<file path="src/logic/acc_cfg.svh">
`ifndef ACC_CFG_SVH
`define ACC_CFG_SVH

// Register bus geometry
`define ACC_ADDR_W 4
`define ACC_DATA_W 8

// Register offsets
`define ACC_OFS_CTRL_B 4'h0
`define ACC_OFS_CSR 4'h1
`define ACC_OFS_PIN_OFF 4'h2
`define ACC_OFS_CHAN 4'h3
`define ACC_OFS_CONV_A 4'h4
`define ACC_OFS_IRQ_STATUS 4'h5
`define ACC_OFS_IRQ_ENABLE 4'h6
`define ACC_OFS_IRQ_CLEAR 4'h7

// Comparator control and status fields
`define ACC_CSR_DISABLE 7
`define ACC_CSR_BANDGAP 6
`define ACC_CSR_RESULT 5
`define ACC_CSR_FLAG 4
`define ACC_CSR_IRQ_EN 3
`define ACC_CSR_CAPTURE 2
`define ACC_CSR_MODE_HI 1
`define ACC_CSR_MODE_LO 0

// Converter fields
`define ACC_CTRL_B_MUX_EN 6
`define ACC_CONV_A_ENABLE 7
`define ACC_CHAN_SEL_HI 2
`define ACC_CHAN_COUNT 8

// Pin input disable fields
`define ACC_PIN_OFF_NEG 1
`define ACC_PIN_OFF_POS 0
`define ACC_PIN_COUNT 2
`define ACC_PIN_OFF_MASK 8'h03

// Interrupt register fields
`define ACC_IRQ_COMPARE 0

// Reset values
`define ACC_RST_BYTE 8'h00

// Analog level model
`define ACC_LEVEL_W 10
`define ACC_BANDGAP_LEVEL 10'h1c2

`endif

</file>
<file path="src/logic/acc_pkg.sv">
package acc_pkg;

	typedef enum logic [1:0] {
		ACC_EV_TOGGLE = 2'b00,
		ACC_EV_RESERVED = 2'b01,
		ACC_EV_FALL = 2'b10,
		ACC_EV_RISE = 2'b11
	} acc_event_mode_t;

	typedef logic [7:0] acc_byte_t;

endpackage

</file>
<file path="src/logic/acc_top.sv">
`include "acc_cfg.svh"

// What this block does
// - Result is high when selected positive level exceeds negative level
// - Raw comparison is synchronised; result lags one to two cycles
// - Mode 00 toggle, 10 falling, 11 rising, 01 reserved with no event
// - A matching result event sets the event flag at bit 4
// - Interrupt only while flag, enable bit 3 and global enable are set
// - Flag clears on vector acknowledge or a software write of one
// - Disable bit 7 powers the comparator off, writable at any time
// - Bandgap select bit 6 picks bandgap level, else the positive pin
// - Capture route bit 2 feeds result to timer capture, else none
// - Mux route on, converter off: channel select picks negative input
// - Mux route enable sits at bit 6 and needs converter switched off
// - Pin input disable bits turn buffers off and read port bits as zero
// - Bits 7 to 2 of the pin input disable register read zero
module acc_top (
	input wire logic clk_sys_in,
	input wire logic sys_rst_in,
	input wire logic [`ACC_ADDR_W-1:0] reg_addr_in,
	input wire logic [`ACC_DATA_W-1:0] reg_wdata_in,
	input wire logic reg_write_in,
	input wire logic reg_read_in,
	output logic [`ACC_DATA_W-1:0] reg_rdata_out,
	input wire logic [`ACC_LEVEL_W-1:0] positive_input_pin_in,
	input wire logic [`ACC_LEVEL_W-1:0] negative_input_pin_in,
	input wire logic [`ACC_CHAN_COUNT*`ACC_LEVEL_W-1:0] converter_channel_pins_in,
	input wire logic [`ACC_PIN_COUNT-1:0] pin_digital_in,
	input wire logic global_irq_enable_in,
	input wire logic irq_ack_in,
	output logic compare_irq_out,
	output logic capture_trigger_out,
	output logic compare_power_off_out,
	output logic [`ACC_PIN_COUNT-1:0] input_buffer_off_out,
	output logic [`ACC_PIN_COUNT-1:0] port_input_out,
	output logic negative_from_mux_out,
	output logic [`ACC_CHAN_SEL_HI:0] negative_channel_out
);

	acc_pkg::acc_byte_t converter_control_b;
	acc_pkg::acc_byte_t converter_control_a;
	acc_pkg::acc_byte_t converter_channel_register;
	acc_pkg::acc_byte_t comparator_pin_input_disable;
	acc_pkg::acc_byte_t irq_enable;
	acc_pkg::acc_byte_t next_rdata;
	acc_pkg::acc_event_mode_t event_mode;

	logic compare_disable;
	logic bandgap_select;
	logic compare_event_flag;
	logic compare_irq_enable;
	logic capture_route_enable;
	logic sync_first;
	logic compare_result;
	logic result_prev;
	logic raw_compare;
	logic compare_event;
	logic mux_route_enable;
	logic converter_enable;
	logic use_mux;
	logic [`ACC_CHAN_SEL_HI:0] channel_select;
	logic [`ACC_LEVEL_W-1:0] positive_level;
	logic [`ACC_LEVEL_W-1:0] negative_level;
	logic [`ACC_LEVEL_W-1:0] channel_level [`ACC_CHAN_COUNT];
	logic wr_csr;
	logic wr_clear;
	logic flag_clear;
	logic irq_request;

	assign wr_csr = reg_write_in && (reg_addr_in == `ACC_OFS_CSR);
	assign wr_clear = reg_write_in && (reg_addr_in == `ACC_OFS_IRQ_CLEAR);

	assign mux_route_enable = converter_control_b[`ACC_CTRL_B_MUX_EN];
	assign converter_enable = converter_control_a[`ACC_CONV_A_ENABLE];
	assign channel_select = converter_channel_register[`ACC_CHAN_SEL_HI:0];

	// Split the channel bus into one level per channel
	genvar ch;
	generate
		for (ch = 0; ch < `ACC_CHAN_COUNT; ch++) begin : g_chan
			assign channel_level[ch] =
				converter_channel_pins_in[ch*`ACC_LEVEL_W +: `ACC_LEVEL_W];
		end
	endgenerate

	// Negative input select
	// The mux only steals the negative input while the converter is idle
	assign use_mux = mux_route_enable && !converter_enable;

	always_comb begin
		if (use_mux) begin
			negative_level = channel_level[channel_select];
		end else begin
			negative_level = negative_input_pin_in;
		end
	end

	always_comb begin
		if (bandgap_select) begin
			positive_level = `ACC_BANDGAP_LEVEL;
		end else begin
			positive_level = positive_input_pin_in;
		end
	end

	// Comparison, forced low while powered off
	always_comb begin
		if (compare_disable) begin
			raw_compare = 1'b0;
		end else begin
			raw_compare = (positive_level > negative_level);
		end
	end

	// Two-flop synchroniser
	// Levels move at any time, so only the second stage reads the first
	always_ff @(posedge clk_sys_in or posedge sys_rst_in) begin
		if (sys_rst_in) begin
			sync_first <= 1'b0;
			compare_result <= 1'b0;
		end else begin
			sync_first <= raw_compare;
			compare_result <= sync_first;
		end
	end

	always_ff @(posedge clk_sys_in or posedge sys_rst_in) begin
		if (sys_rst_in) begin
			result_prev <= 1'b0;
		end else begin
			result_prev <= compare_result;
		end
	end

	always_comb begin
		case (event_mode)
			acc_pkg::ACC_EV_TOGGLE: begin
				compare_event = compare_result ^ result_prev;
			end
			acc_pkg::ACC_EV_FALL: begin
				compare_event = result_prev && !compare_result;
			end
			acc_pkg::ACC_EV_RISE: begin
				compare_event = compare_result && !result_prev;
			end
			acc_pkg::ACC_EV_RESERVED: begin
				compare_event = 1'b0;
			end
			default: begin
				compare_event = 1'b0;
			end
		endcase
	end

	// Clear sources for the event flag
	assign flag_clear = irq_ack_in
		|| (wr_csr && reg_wdata_in[`ACC_CSR_FLAG])
		|| (wr_clear && reg_wdata_in[`ACC_IRQ_COMPARE]);

	// Event flag, set wins over clear
	always_ff @(posedge clk_sys_in or posedge sys_rst_in) begin
		if (sys_rst_in) begin
			compare_event_flag <= 1'b0;
		end else if (compare_event) begin
			compare_event_flag <= 1'b1;
		end else if (flag_clear) begin
			compare_event_flag <= 1'b0;
		end
	end

	// Control fields of the comparator control and status register
	// Mode changes are not guarded here; a stray event is the caller's risk
	always_ff @(posedge clk_sys_in or posedge sys_rst_in) begin
		if (sys_rst_in) begin
			compare_disable <= 1'b0;
			bandgap_select <= 1'b0;
			compare_irq_enable <= 1'b0;
			capture_route_enable <= 1'b0;
			event_mode <= acc_pkg::ACC_EV_TOGGLE;
		end else if (wr_csr) begin
			compare_disable <= reg_wdata_in[`ACC_CSR_DISABLE];
			bandgap_select <= reg_wdata_in[`ACC_CSR_BANDGAP];
			compare_irq_enable <= reg_wdata_in[`ACC_CSR_IRQ_EN];
			capture_route_enable <= reg_wdata_in[`ACC_CSR_CAPTURE];
			event_mode <= acc_pkg::acc_event_mode_t'(
				reg_wdata_in[`ACC_CSR_MODE_HI:`ACC_CSR_MODE_LO]);
		end
	end

	// Converter control registers mirrored for the mux decision
	always_ff @(posedge clk_sys_in or posedge sys_rst_in) begin
		if (sys_rst_in) begin
			converter_control_b <= `ACC_RST_BYTE;
			converter_control_a <= `ACC_RST_BYTE;
			converter_channel_register <= `ACC_RST_BYTE;
		end else if (reg_write_in) begin
			case (reg_addr_in)
				`ACC_OFS_CTRL_B: begin
					converter_control_b <= reg_wdata_in;
				end
				`ACC_OFS_CONV_A: begin
					converter_control_a <= reg_wdata_in;
				end
				`ACC_OFS_CHAN: begin
					converter_channel_register <= reg_wdata_in;
				end
				default: begin
				end
			endcase
		end
	end

	// Pin input disable, upper bits never stored
	always_ff @(posedge clk_sys_in or posedge sys_rst_in) begin
		if (sys_rst_in) begin
			comparator_pin_input_disable <= `ACC_RST_BYTE;
		end else if (reg_write_in && (reg_addr_in == `ACC_OFS_PIN_OFF)) begin
			comparator_pin_input_disable <= reg_wdata_in & `ACC_PIN_OFF_MASK;
		end
	end

	// Interrupt enable register
	always_ff @(posedge clk_sys_in or posedge sys_rst_in) begin
		if (sys_rst_in) begin
			irq_enable <= `ACC_RST_BYTE;
		end else if (reg_write_in && (reg_addr_in == `ACC_OFS_IRQ_ENABLE)) begin
			irq_enable <= reg_wdata_in;
		end
	end

	assign irq_request = compare_event_flag && compare_irq_enable
		&& irq_enable[`ACC_IRQ_COMPARE] && global_irq_enable_in;

	always_ff @(posedge clk_sys_in or posedge sys_rst_in) begin
		if (sys_rst_in) begin
			compare_irq_out <= 1'b0;
		end else begin
			compare_irq_out <= irq_request;
		end
	end

	// Capture route to timer front end
	// The timer does its own noise cancelling, so the result goes out unfiltered
	always_ff @(posedge clk_sys_in or posedge sys_rst_in) begin
		if (sys_rst_in) begin
			capture_trigger_out <= 1'b0;
		end else begin
			capture_trigger_out <= capture_route_enable && compare_result;
		end
	end

	always_ff @(posedge clk_sys_in or posedge sys_rst_in) begin
		if (sys_rst_in) begin
			compare_power_off_out <= 1'b0;
		end else begin
			compare_power_off_out <= compare_disable;
		end
	end

	// Mux route indication toward the converter mux
	always_ff @(posedge clk_sys_in or posedge sys_rst_in) begin
		if (sys_rst_in) begin
			negative_from_mux_out <= 1'b0;
			negative_channel_out <= 3'h0;
		end else begin
			negative_from_mux_out <= use_mux;
			negative_channel_out <= channel_select;
		end
	end

	// Per-pin buffer disable and port read masking
	genvar pn;
	generate
		for (pn = 0; pn < `ACC_PIN_COUNT; pn++) begin : g_pin
			always_ff @(posedge clk_sys_in or posedge sys_rst_in) begin
				if (sys_rst_in) begin
					input_buffer_off_out[pn] <= 1'b0;
					port_input_out[pn] <= 1'b0;
				end else begin
					input_buffer_off_out[pn] <=
						comparator_pin_input_disable[pn];
					port_input_out[pn] <= pin_digital_in[pn]
						&& !comparator_pin_input_disable[pn];
				end
			end
		end
	endgenerate

	// Read mux; write-only and unmapped offsets read zero
	always_comb begin
		next_rdata = `ACC_RST_BYTE;
		case (reg_addr_in)
			`ACC_OFS_CTRL_B: begin
				next_rdata = converter_control_b;
			end
			`ACC_OFS_CSR: begin
				next_rdata[`ACC_CSR_DISABLE] = compare_disable;
				next_rdata[`ACC_CSR_BANDGAP] = bandgap_select;
				next_rdata[`ACC_CSR_RESULT] = compare_result;
				next_rdata[`ACC_CSR_FLAG] = compare_event_flag;
				next_rdata[`ACC_CSR_IRQ_EN] = compare_irq_enable;
				next_rdata[`ACC_CSR_CAPTURE] = capture_route_enable;
				next_rdata[`ACC_CSR_MODE_HI:`ACC_CSR_MODE_LO] = event_mode;
			end
			`ACC_OFS_PIN_OFF: begin
				next_rdata = comparator_pin_input_disable;
			end
			`ACC_OFS_CHAN: begin
				next_rdata = converter_channel_register;
			end
			`ACC_OFS_CONV_A: begin
				next_rdata = converter_control_a;
			end
			`ACC_OFS_IRQ_STATUS: begin
				next_rdata[`ACC_IRQ_COMPARE] = compare_event_flag;
			end
			`ACC_OFS_IRQ_ENABLE: begin
				next_rdata = irq_enable;
			end
			default: begin
				next_rdata = `ACC_RST_BYTE;
			end
		endcase
	end

	// Read data valid only in the cycle after the strobe
	always_ff @(posedge clk_sys_in or posedge sys_rst_in) begin
		if (sys_rst_in) begin
			reg_rdata_out <= `ACC_RST_BYTE;
		end else if (reg_read_in) begin
			reg_rdata_out <= next_rdata;
		end else begin
			reg_rdata_out <= `ACC_RST_BYTE;
		end
	end

endmodule

</file>
<file path="config.mk">
export PLATFORM = sky130hd
export DESIGN_NAME = acc_top
export DESIGN_NICKNAME = d
export VERILOG_FILES = /design/src/logic/acc_pkg.sv /design/src/logic/acc_top.sv
export VERILOG_INCLUDE_DIRS = /design/src /design/src/logic
export SDC_FILE = /design/constraint.sdc
export NUM_CORES = 1
export LEC_CHECK = 0
export ABC_AREA = 1
export BUFFER_PORTS_ARGS = -buffer_cell sky130_fd_sc_hd__buf_2
export CORE_UTILIZATION = 40
export CTS_CLUSTER_DIAMETER = 40
export DETAILED_ROUTE_END_ITERATION = 12
export GPL_TIMING_DRIVEN = 0
export HOLD_SLACK_MARGIN = 0.1
export PLACE_DENSITY = 0.76
export SLEW_MARGIN = 20
export SYNTH_ARGS = -nofsm -noshare
export SYNTH_HDL_FRONTEND = slang
export SYNTH_SLANG_ARGS = --single-unit
export TNS_END_PERCENT = 1
</file>
<file path="constraint.sdc">
create_clock -name clk_sys_in -period 2.9 [get_ports clk_sys_in]
set_input_delay 0.58 -clock clk_sys_in [delete_from_list [all_inputs] [get_ports clk_sys_in]]
set_output_delay 0.58 -clock clk_sys_in [all_outputs]
set_load 0.05 [all_outputs]
</file>
==> results of run 1 <==
==> how the worst max path moves through the flow <==
stage	start	endpoint	slack [ns]	depth (start not counted)
after global routing	converter_channel_register[0]	sync_first	0.24	18
after detailed placement	converter_channel_register[0]	sync_first	0.52	18
final	converter_channel_register[0]	sync_first	0.50	18
after global placement	sys_rst_in	irq_enable[7]	0.04	2
after CTS	converter_channel_register[0]	sync_first	0.51	18
after floorplan	sys_rst_in	bandgap_select	0.75	1
==> layout make-up <==
class                   count  share of cell area (%)
repair buffers            139                    13.9
multi-input cells         410                    37.3
well taps                 133                    3.26
clock inverters             7                    1.72
clock buffers               9                    2.43
plain buffers              24                    2.57
flip-flops and latches     63                    30.9
inverters                 107                    7.92
==> routing by layer <==
layer | vias to the layer above | global-route usage (%) | part of all wire, %
li1 | 2159 | - | -
met1 | 1908 | 27.2 | 42
met2 | 154 | 38.8 | 47
met3 | 30 | 4.51 | 6.9
met4 | 0 | 11.6 | 3.2
met5 | - | 0 | 0
==> cell families after synthesis <==
| kind of cell | Yosys count | share of synthesized area, % |
|---|---|---|
| flops | 63 | 39.3 |
| buf+inv | 131 | 13.3 |
| simple gates | 342 | 36.4 |
| fa+ha+maj | 12 | 3.74 |
| compound gates | 56 | 7.24 |
==> cell usage in the layout, fill, tap and decap left out, types with 2 or more instances in the layout <==
cell,instances
nand2_1,193
buf_2,144
inv_1,103
nand3_1,88
dfrtp_1,63
nor2_1,42
o21ai_0,38
a21oi_1,13
clkbuf_1,12
ha_1,12
clkbuf_8,9
or2_2,4
clkinv_2,4
nor2_4,3
buf_6,3
nor2_2,3
nor3_1,3
buf_4,3
nand2_2,2
nand4_1,2
o211ai_1,2
clkinv_1,2
bufinv_16,2
==> power breakdown <==
group          switching (mW)  internal, mW
Sequential              0.106          1.05
Clock                   0.335         0.477
Combinational           0.698         0.372
==> worst reg2reg max path: cells and delay by family (launching register included) <==
kind	cells	cell delay, ns
AND/OR/NAND/NOR	10	0.98
buffers and inverters	7	0.69
flip-flops	1	0.35
adder cells (fa/ha/maj)	1	0.28
==> sequential cells by signal, indices dropped and copies added, names as in the netlist, 3 cells and up <==
name / count
converter_channel_register: 8
converter_control_a: 8
converter_control_b: 8
irq_enable: 8
reg_rdata_out: 8
negative_channel_out: 3
==> metrics, run 1 <==
Horiz. Die Dim=102 um; total number of vias=4251; WS Path Type=register to register; initial drt markers=236; Mapped Avg Cell Area=6.64 um^2; crit path cell chain=buf_4 > inv_1 > buf_4 > buf_4 > nand2_1 > nand3_1 > nand3_1 > nand3_1 > nand2_1 > inv_1 > ha_1 > nand2_1 > nor2_1 > nand4_1 > nand2_1 > inv_1 > nand2_1 > inv_1; fill count=1039; VDD IR-drop max=353 uV; Yosys top cell area share=39.3%; RSZ-0062 raised after global routing=no; WL final=11500 um; # diodes=0; multi-input logic area=1900 um^2; Register Area=1580 um^2; Async SR Flop Fraction=100%; htree depth=3; drt pass-1 iters=4; P&R area growth vs syn=27.2%; crit share post-route=82.9%; crit start category=register; Root Buffer=clkbuf_8; Reg-to-Reg Start=converter_channel_register[0]; vias in the first global route=3904; first-pass GRT wire length=18100 um; Hold Crit Class=primary input to async pin; Pleak=3.03 nW; status=finished, final reports clean; flop2flop setup slack=0.50 ns; total CTS buffers=9; syn_nets=736; Crit path top cell by count=nand2_1; CP top delay family=simple AND/OR/NAND/NOR gates; core occupancy in the finished layout=52.4%; CTS max path bufs=2; Worst Setup End Kind=register; Distinct cells, synth=26; initial core utilization=41.2%; Post-synth top cells=nand2_1 (193), inv_1 (104), nand3_1 (88), dfrtp_1 (63), nor2_1 (42); post-synthesis sequential area ratio=39.3%; number of top-level pins=139; clk_skew=0.00550 ns; Worst Reg-to-Reg Cells=18; Clock Sinks=63; Hold WS=0.169 ns; Worst path max stage delay=0.35 ns; Post-synth EDFFs=0; placed cell count=876; Die Ht=102 um; Achievable Freq=416 MHz; Max Slew Vio Count=0; full die area=10400 um^2; Antenna Violating Nets Remaining=0; Top FF cell, synth=dfrtp_1; Hold-fix buffers, CTS=0; Max-Slew Margin vs Limit=62.3%; vias per cell=4.77; gr ovfl total=0; Std-Cell Rows=36; Final TNS setup=0 ns; count of final setup violators=0; Non-Filler Instances=892; count of state elements after synthesis=63; Post-Syn Area=4010 um^2; worst reg2reg path endpoint=sync_first; Cells after Synth=604; Worst Path Buf+Inv=7; Tmin final=2.40 ns; buffers added on ports=138; CP Data Required Time=3.15 ns; arrival time at the worst endpoint=2.65 ns; max-capacitance violation count=0; Final Cell Area=5100 um^2; top cells by area, synth=dfrtp_1 (39%), nand2_1 (18%), nand3_1 (11%), inv_1 (9.7%), o21ai_0 (4.7%); cell with the most instances after synthesis=nand2_1; worst-margin pin slew=0.566 ns; TritonCTS clock tree=built; Clock transition at path regs=0.07 ns; GRT Total Usage=22.7%; Setup Buffers After CTS=0; PD cells=596 nW/um^2; Residual DRC=0; initial antenna violation count=0; post-CTS resize count=0; Setup WS post-layout=0.495 ns; total power=3.04 mW; cell taking the most area after synthesis=dfrtp_1; Yosys warning total=0; clock latency on the worst-skew pair=0.35 ns; DP HPWL=9070 um; final hold vios=0; Placed Area=4890 um^2; NumNets Final=886; mean routed wirelength per cell=12.8 um; RePlAce Congestion=0.905; post-place setup slack=0.523 ns; slowest cell on the critical path=dfrtp_1; CORE AREA=9730 um^2; largest net degree at the start of global routing=44; worst-path maximum fanout=10; layout cells sized above 1=24.1%
(Power assumes the default switching activity.)
==> run 2, diff against run 1 <==
==> constraint.sdc (replaced) <==
create_clock -name clk_sys_in -period 2.4 [get_ports clk_sys_in]
set_input_delay 0.48 -clock clk_sys_in [delete_from_list [all_inputs] [get_ports clk_sys_in]]
set_output_delay 0.48 -clock clk_sys_in [all_outputs]
set_load 0.05 [all_outputs]
==> run 2 against run 1 <==
Sequential share of layout area down 0.43 points. Routed wire length grew 1.4%. Flip-flop and latch count did not move. First-iteration DRC count shrank 14%. Via count is 0.80% higher. Register-to-register slack got worse by 0.30 ns. Sequential power grew 21%. Die area stayed put. Setup slack worse by 0.30 ns. Count of clock-buffer cells in the layout stayed put. Critical endpoint unchanged. Highest routed layer unchanged.
==> metrics, run 2 (synthesis results as in run 1) <==
status=finished, final reports clean (unchanged); arrival time at the worst endpoint=2.44 ns (was 2.65 ns); Residual DRC=0 (unchanged); Clock Sinks=63 (unchanged); Root Buffer=clkbuf_8 (unchanged); DP HPWL=9070 um (unchanged); Combinational Power Share=36.2% (was 35.2%); Clock Power Share=26.3% (was 26.7%); Sequential Power Share=37.6% (was 38.1%); PD cells=721 nW/um^2 (was 596 nW/um^2); crit share post-route=91.8% (was 82.9%); Placed Area=4890 um^2 (unchanged); initial drt markers=203 (was 236); Reg-to-Reg Start=converter_channel_register[0] (unchanged); CP Data Required Time=2.64 ns (was 3.15 ns); buffers added on ports=138 (unchanged); clk_skew=0.00370 ns (was 0.00550 ns); Final Cell Area=5170 um^2 (was 5100 um^2); Crit path top cell by count=nand2_1 (unchanged); final hold vios=0 (unchanged); RePlAce Congestion=0.905 (unchanged); Hold Crit Class=primary input to register (was primary input to async pin); RSZ-0062 raised after global routing=no (unchanged); Worst Reg-to-Reg Cells=18 (unchanged); Worst Setup End Kind=register (unchanged); vias in the first global route=3906 (was 3904); largest net degree at the start of global routing=44 (unchanged); Hold EP=port_input_out[1]; mean routed wirelength per cell=13.0 um (was 12.8 um); CORE AREA=9730 um^2 (unchanged); fill count=1036 (was 1039); core occupancy in the finished layout=53.2% (was 52.4%); CP top delay family=simple AND/OR/NAND/NOR gates (unchanged); Hold Startpoint=pin_digital_in[1]; htree depth=3 (unchanged); number of top-level pins=139 (unchanged); Horiz. Die Dim=102 um (unchanged); vias per cell=4.79 (was 4.77); first-pass GRT wire length=18100 um (about the same); WS Path Type=register to register (unchanged); gr ovfl total=0 (unchanged); Achievable Freq=454 MHz (was 416 MHz); GRT Total Usage=22.7% (about the same); WL final=11600 um (was 11500 um); Die Ht=102 um (unchanged); initial antenna violation count=0 (unchanged); NumNets Final=889 (was 886); Worst Path Buf+Inv=7 (unchanged); max-capacitance violation count=0 (unchanged); Max-Slew Margin vs Limit=65.3% (was 62.3%); post-place setup slack=0.0230 ns (was 0.523 ns); crit path cell chain=buf_6 > inv_2 > buf_6 > buf_6 > nand2_1 > nand3_1 > nand3_1 > nand3_1 > nand2_1 > inv_1 > ha_1 > nand2_1 > nor2_4 > nand4_1 > nand2_1 > inv_1 > nand2_1 > inv_1 (was buf_4 > inv_1 > buf_4 > buf_4 > nand2_1 > nand3_1 > nand3_1 > nand3_1 > nand2_1 > inv_1 > ha_1 > nand2_1 > nor2_1 > nand4_1 > nand2_1 > inv_1 > nand2_1 > inv_1); flop2flop setup slack=0.20 ns (was 0.50 ns); Pleak=3.08 nW (was 3.03 nW); worst-path maximum fanout=10 (unchanged); # diodes=0 (unchanged); total number of vias=4285 (was 4251); layout cells sized above 1=26.1% (was 24.1%); VDD IR-drop max=427 uV (was 353 uV); Non-Filler Instances=895 (was 892); Antenna Violating Nets Remaining=0 (unchanged); total CTS buffers=9 (unchanged); drt pass-1 iters=5 (was 4); switch share=37.5% (was 37.4%); P&R area growth vs syn=29.0% (was 27.2%); Clock transition at path regs=0.07 ns (about the same); Setup WS post-layout=0.197 ns (was 0.495 ns); count of final setup violators=0 (unchanged); crit start category=register (unchanged); CTS max path bufs=2 (unchanged); Worst path max stage delay=0.36 ns (was 0.35 ns); placed cell count=876 (unchanged); clock latency on the worst-skew pair=0.34 ns (was 0.35 ns); Hold Path Depth=3; worst-margin pin slew=0.521 ns (was 0.566 ns); Net Sw Power=1.40 mW (was 1.14 mW); Int Power=2.33 mW (was 1.90 mW); worst reg2reg path endpoint=sync_first (unchanged); commonest cells after routing, fill and taps aside=nand2_1 (192), buf_2 (144), inv_1 (102) (was nand2_1 (193), buf_2 (144), inv_1 (103)); Tmin final=2.20 ns (was 2.40 ns); leading cell type in the layout, fill and taps excluded=nand2_1 (unchanged); TritonCTS clock tree=built (unchanged); full die area=10400 um^2 (unchanged); initial core utilization=41.2% (unchanged); Max Slew Vio Count=0 (unchanged); slowest cell on the critical path=dfrtp_1 (unchanged); Std-Cell Rows=36 (unchanged)
[run 2: cell types whose count changed in the layout (fill, tap and decap cells not counted), moves of 2 or more]
cell / previous run / this run
clkbuf_2: 0 / 7
clkbuf_1: 12 / 5
nand3_1: 88 / 85
buf_4: 3 / 1
buf_6: 3 / 6
nor2_1: 42 / 40
nand3_2: 1 / 4
[run 2: repair_timing]
| action | 4_1_cts | 5_1_grt |
|---|---|---|
| setup buffers | 0 | 1 |
| endpoints found under the hold margin | 20 | 0 |
| resized for setup | 0 | 26 |
| hold buffers | 1 | 0 |
| setup endpoints to repair | 0 | 1 |
[run 2: metrics by stage]
stage | power, mW | TNS (ns) | hold slack [ns]
after global routing | 4.00 | 0 | 0.340
after detailed placement | 2.71 | 0 | 0.339
final | 3.73 | 0 | 0.333
after CTS | 3.69 | 0 | 0.332
after floorplan | 2.29 | 0 | 0.331
after global placement | 2.68 | -22.50 | 0.339
[run 2: tightest hold or removal path: cells and delay by family]
kind,cells,cell delay (ns)
and+or+nand+nor,1,0.03
buffers and inverters,2,0.14
[run 2: worst max path at each step]
stage / start / to / slack, ns / cells after the start
finish: converter_channel_register[0] / sync_first / 0.20 / 18
global route: converter_channel_register[1] / sync_first / 0.002 / 14
CTS: converter_channel_register[0] / sync_first / 0.006 / 18
detailed placement: converter_channel_register[0] / sync_first / 0.02 / 18
global placement: sys_rst_in / irq_enable[7] / -0.36 / 2
floorplan: sys_rst_in / bandgap_select / 0.35 / 1
[run 2: metal layers]
layer,track usage (%),share of wire [%],up-vias,wire length (um)
met2,38.7,47,176,5480
met4,11.6,3.1,0,359
met3,4.51,7.6,32,885
li1,-,-,2168,-
met1,27.2,42,1909,4900
met5,0,0,-,0
[run 2: power by group through the flow]
stage	Clock [mW]	Combinational (mW)	Sequential, mW
finish	0.979	1.35	1.40
global route	1.05	1.52	1.43
CTS	0.994	1.30	1.40
detailed placement	0	1.29	1.42
global placement	0	1.26	1.42
floorplan	0	0.764	1.53
[run 2: layout make-up]
type | instances | area, um^2 | area share [%]
Clock buffer | 9 | 124 | 2.39
Multi-Input combinational cell | 410 | 1930 | 37.3
Timing Repair Buffer | 142 | 733 | 14.2
Buffer | 24 | 154 | 2.97
Tap cell | 133 | 166 | 3.22
Clock inverter | 7 | 87.6 | 1.69
Inverter | 107 | 404 | 7.81
Sequential cell | 63 | 1580 | 30.5
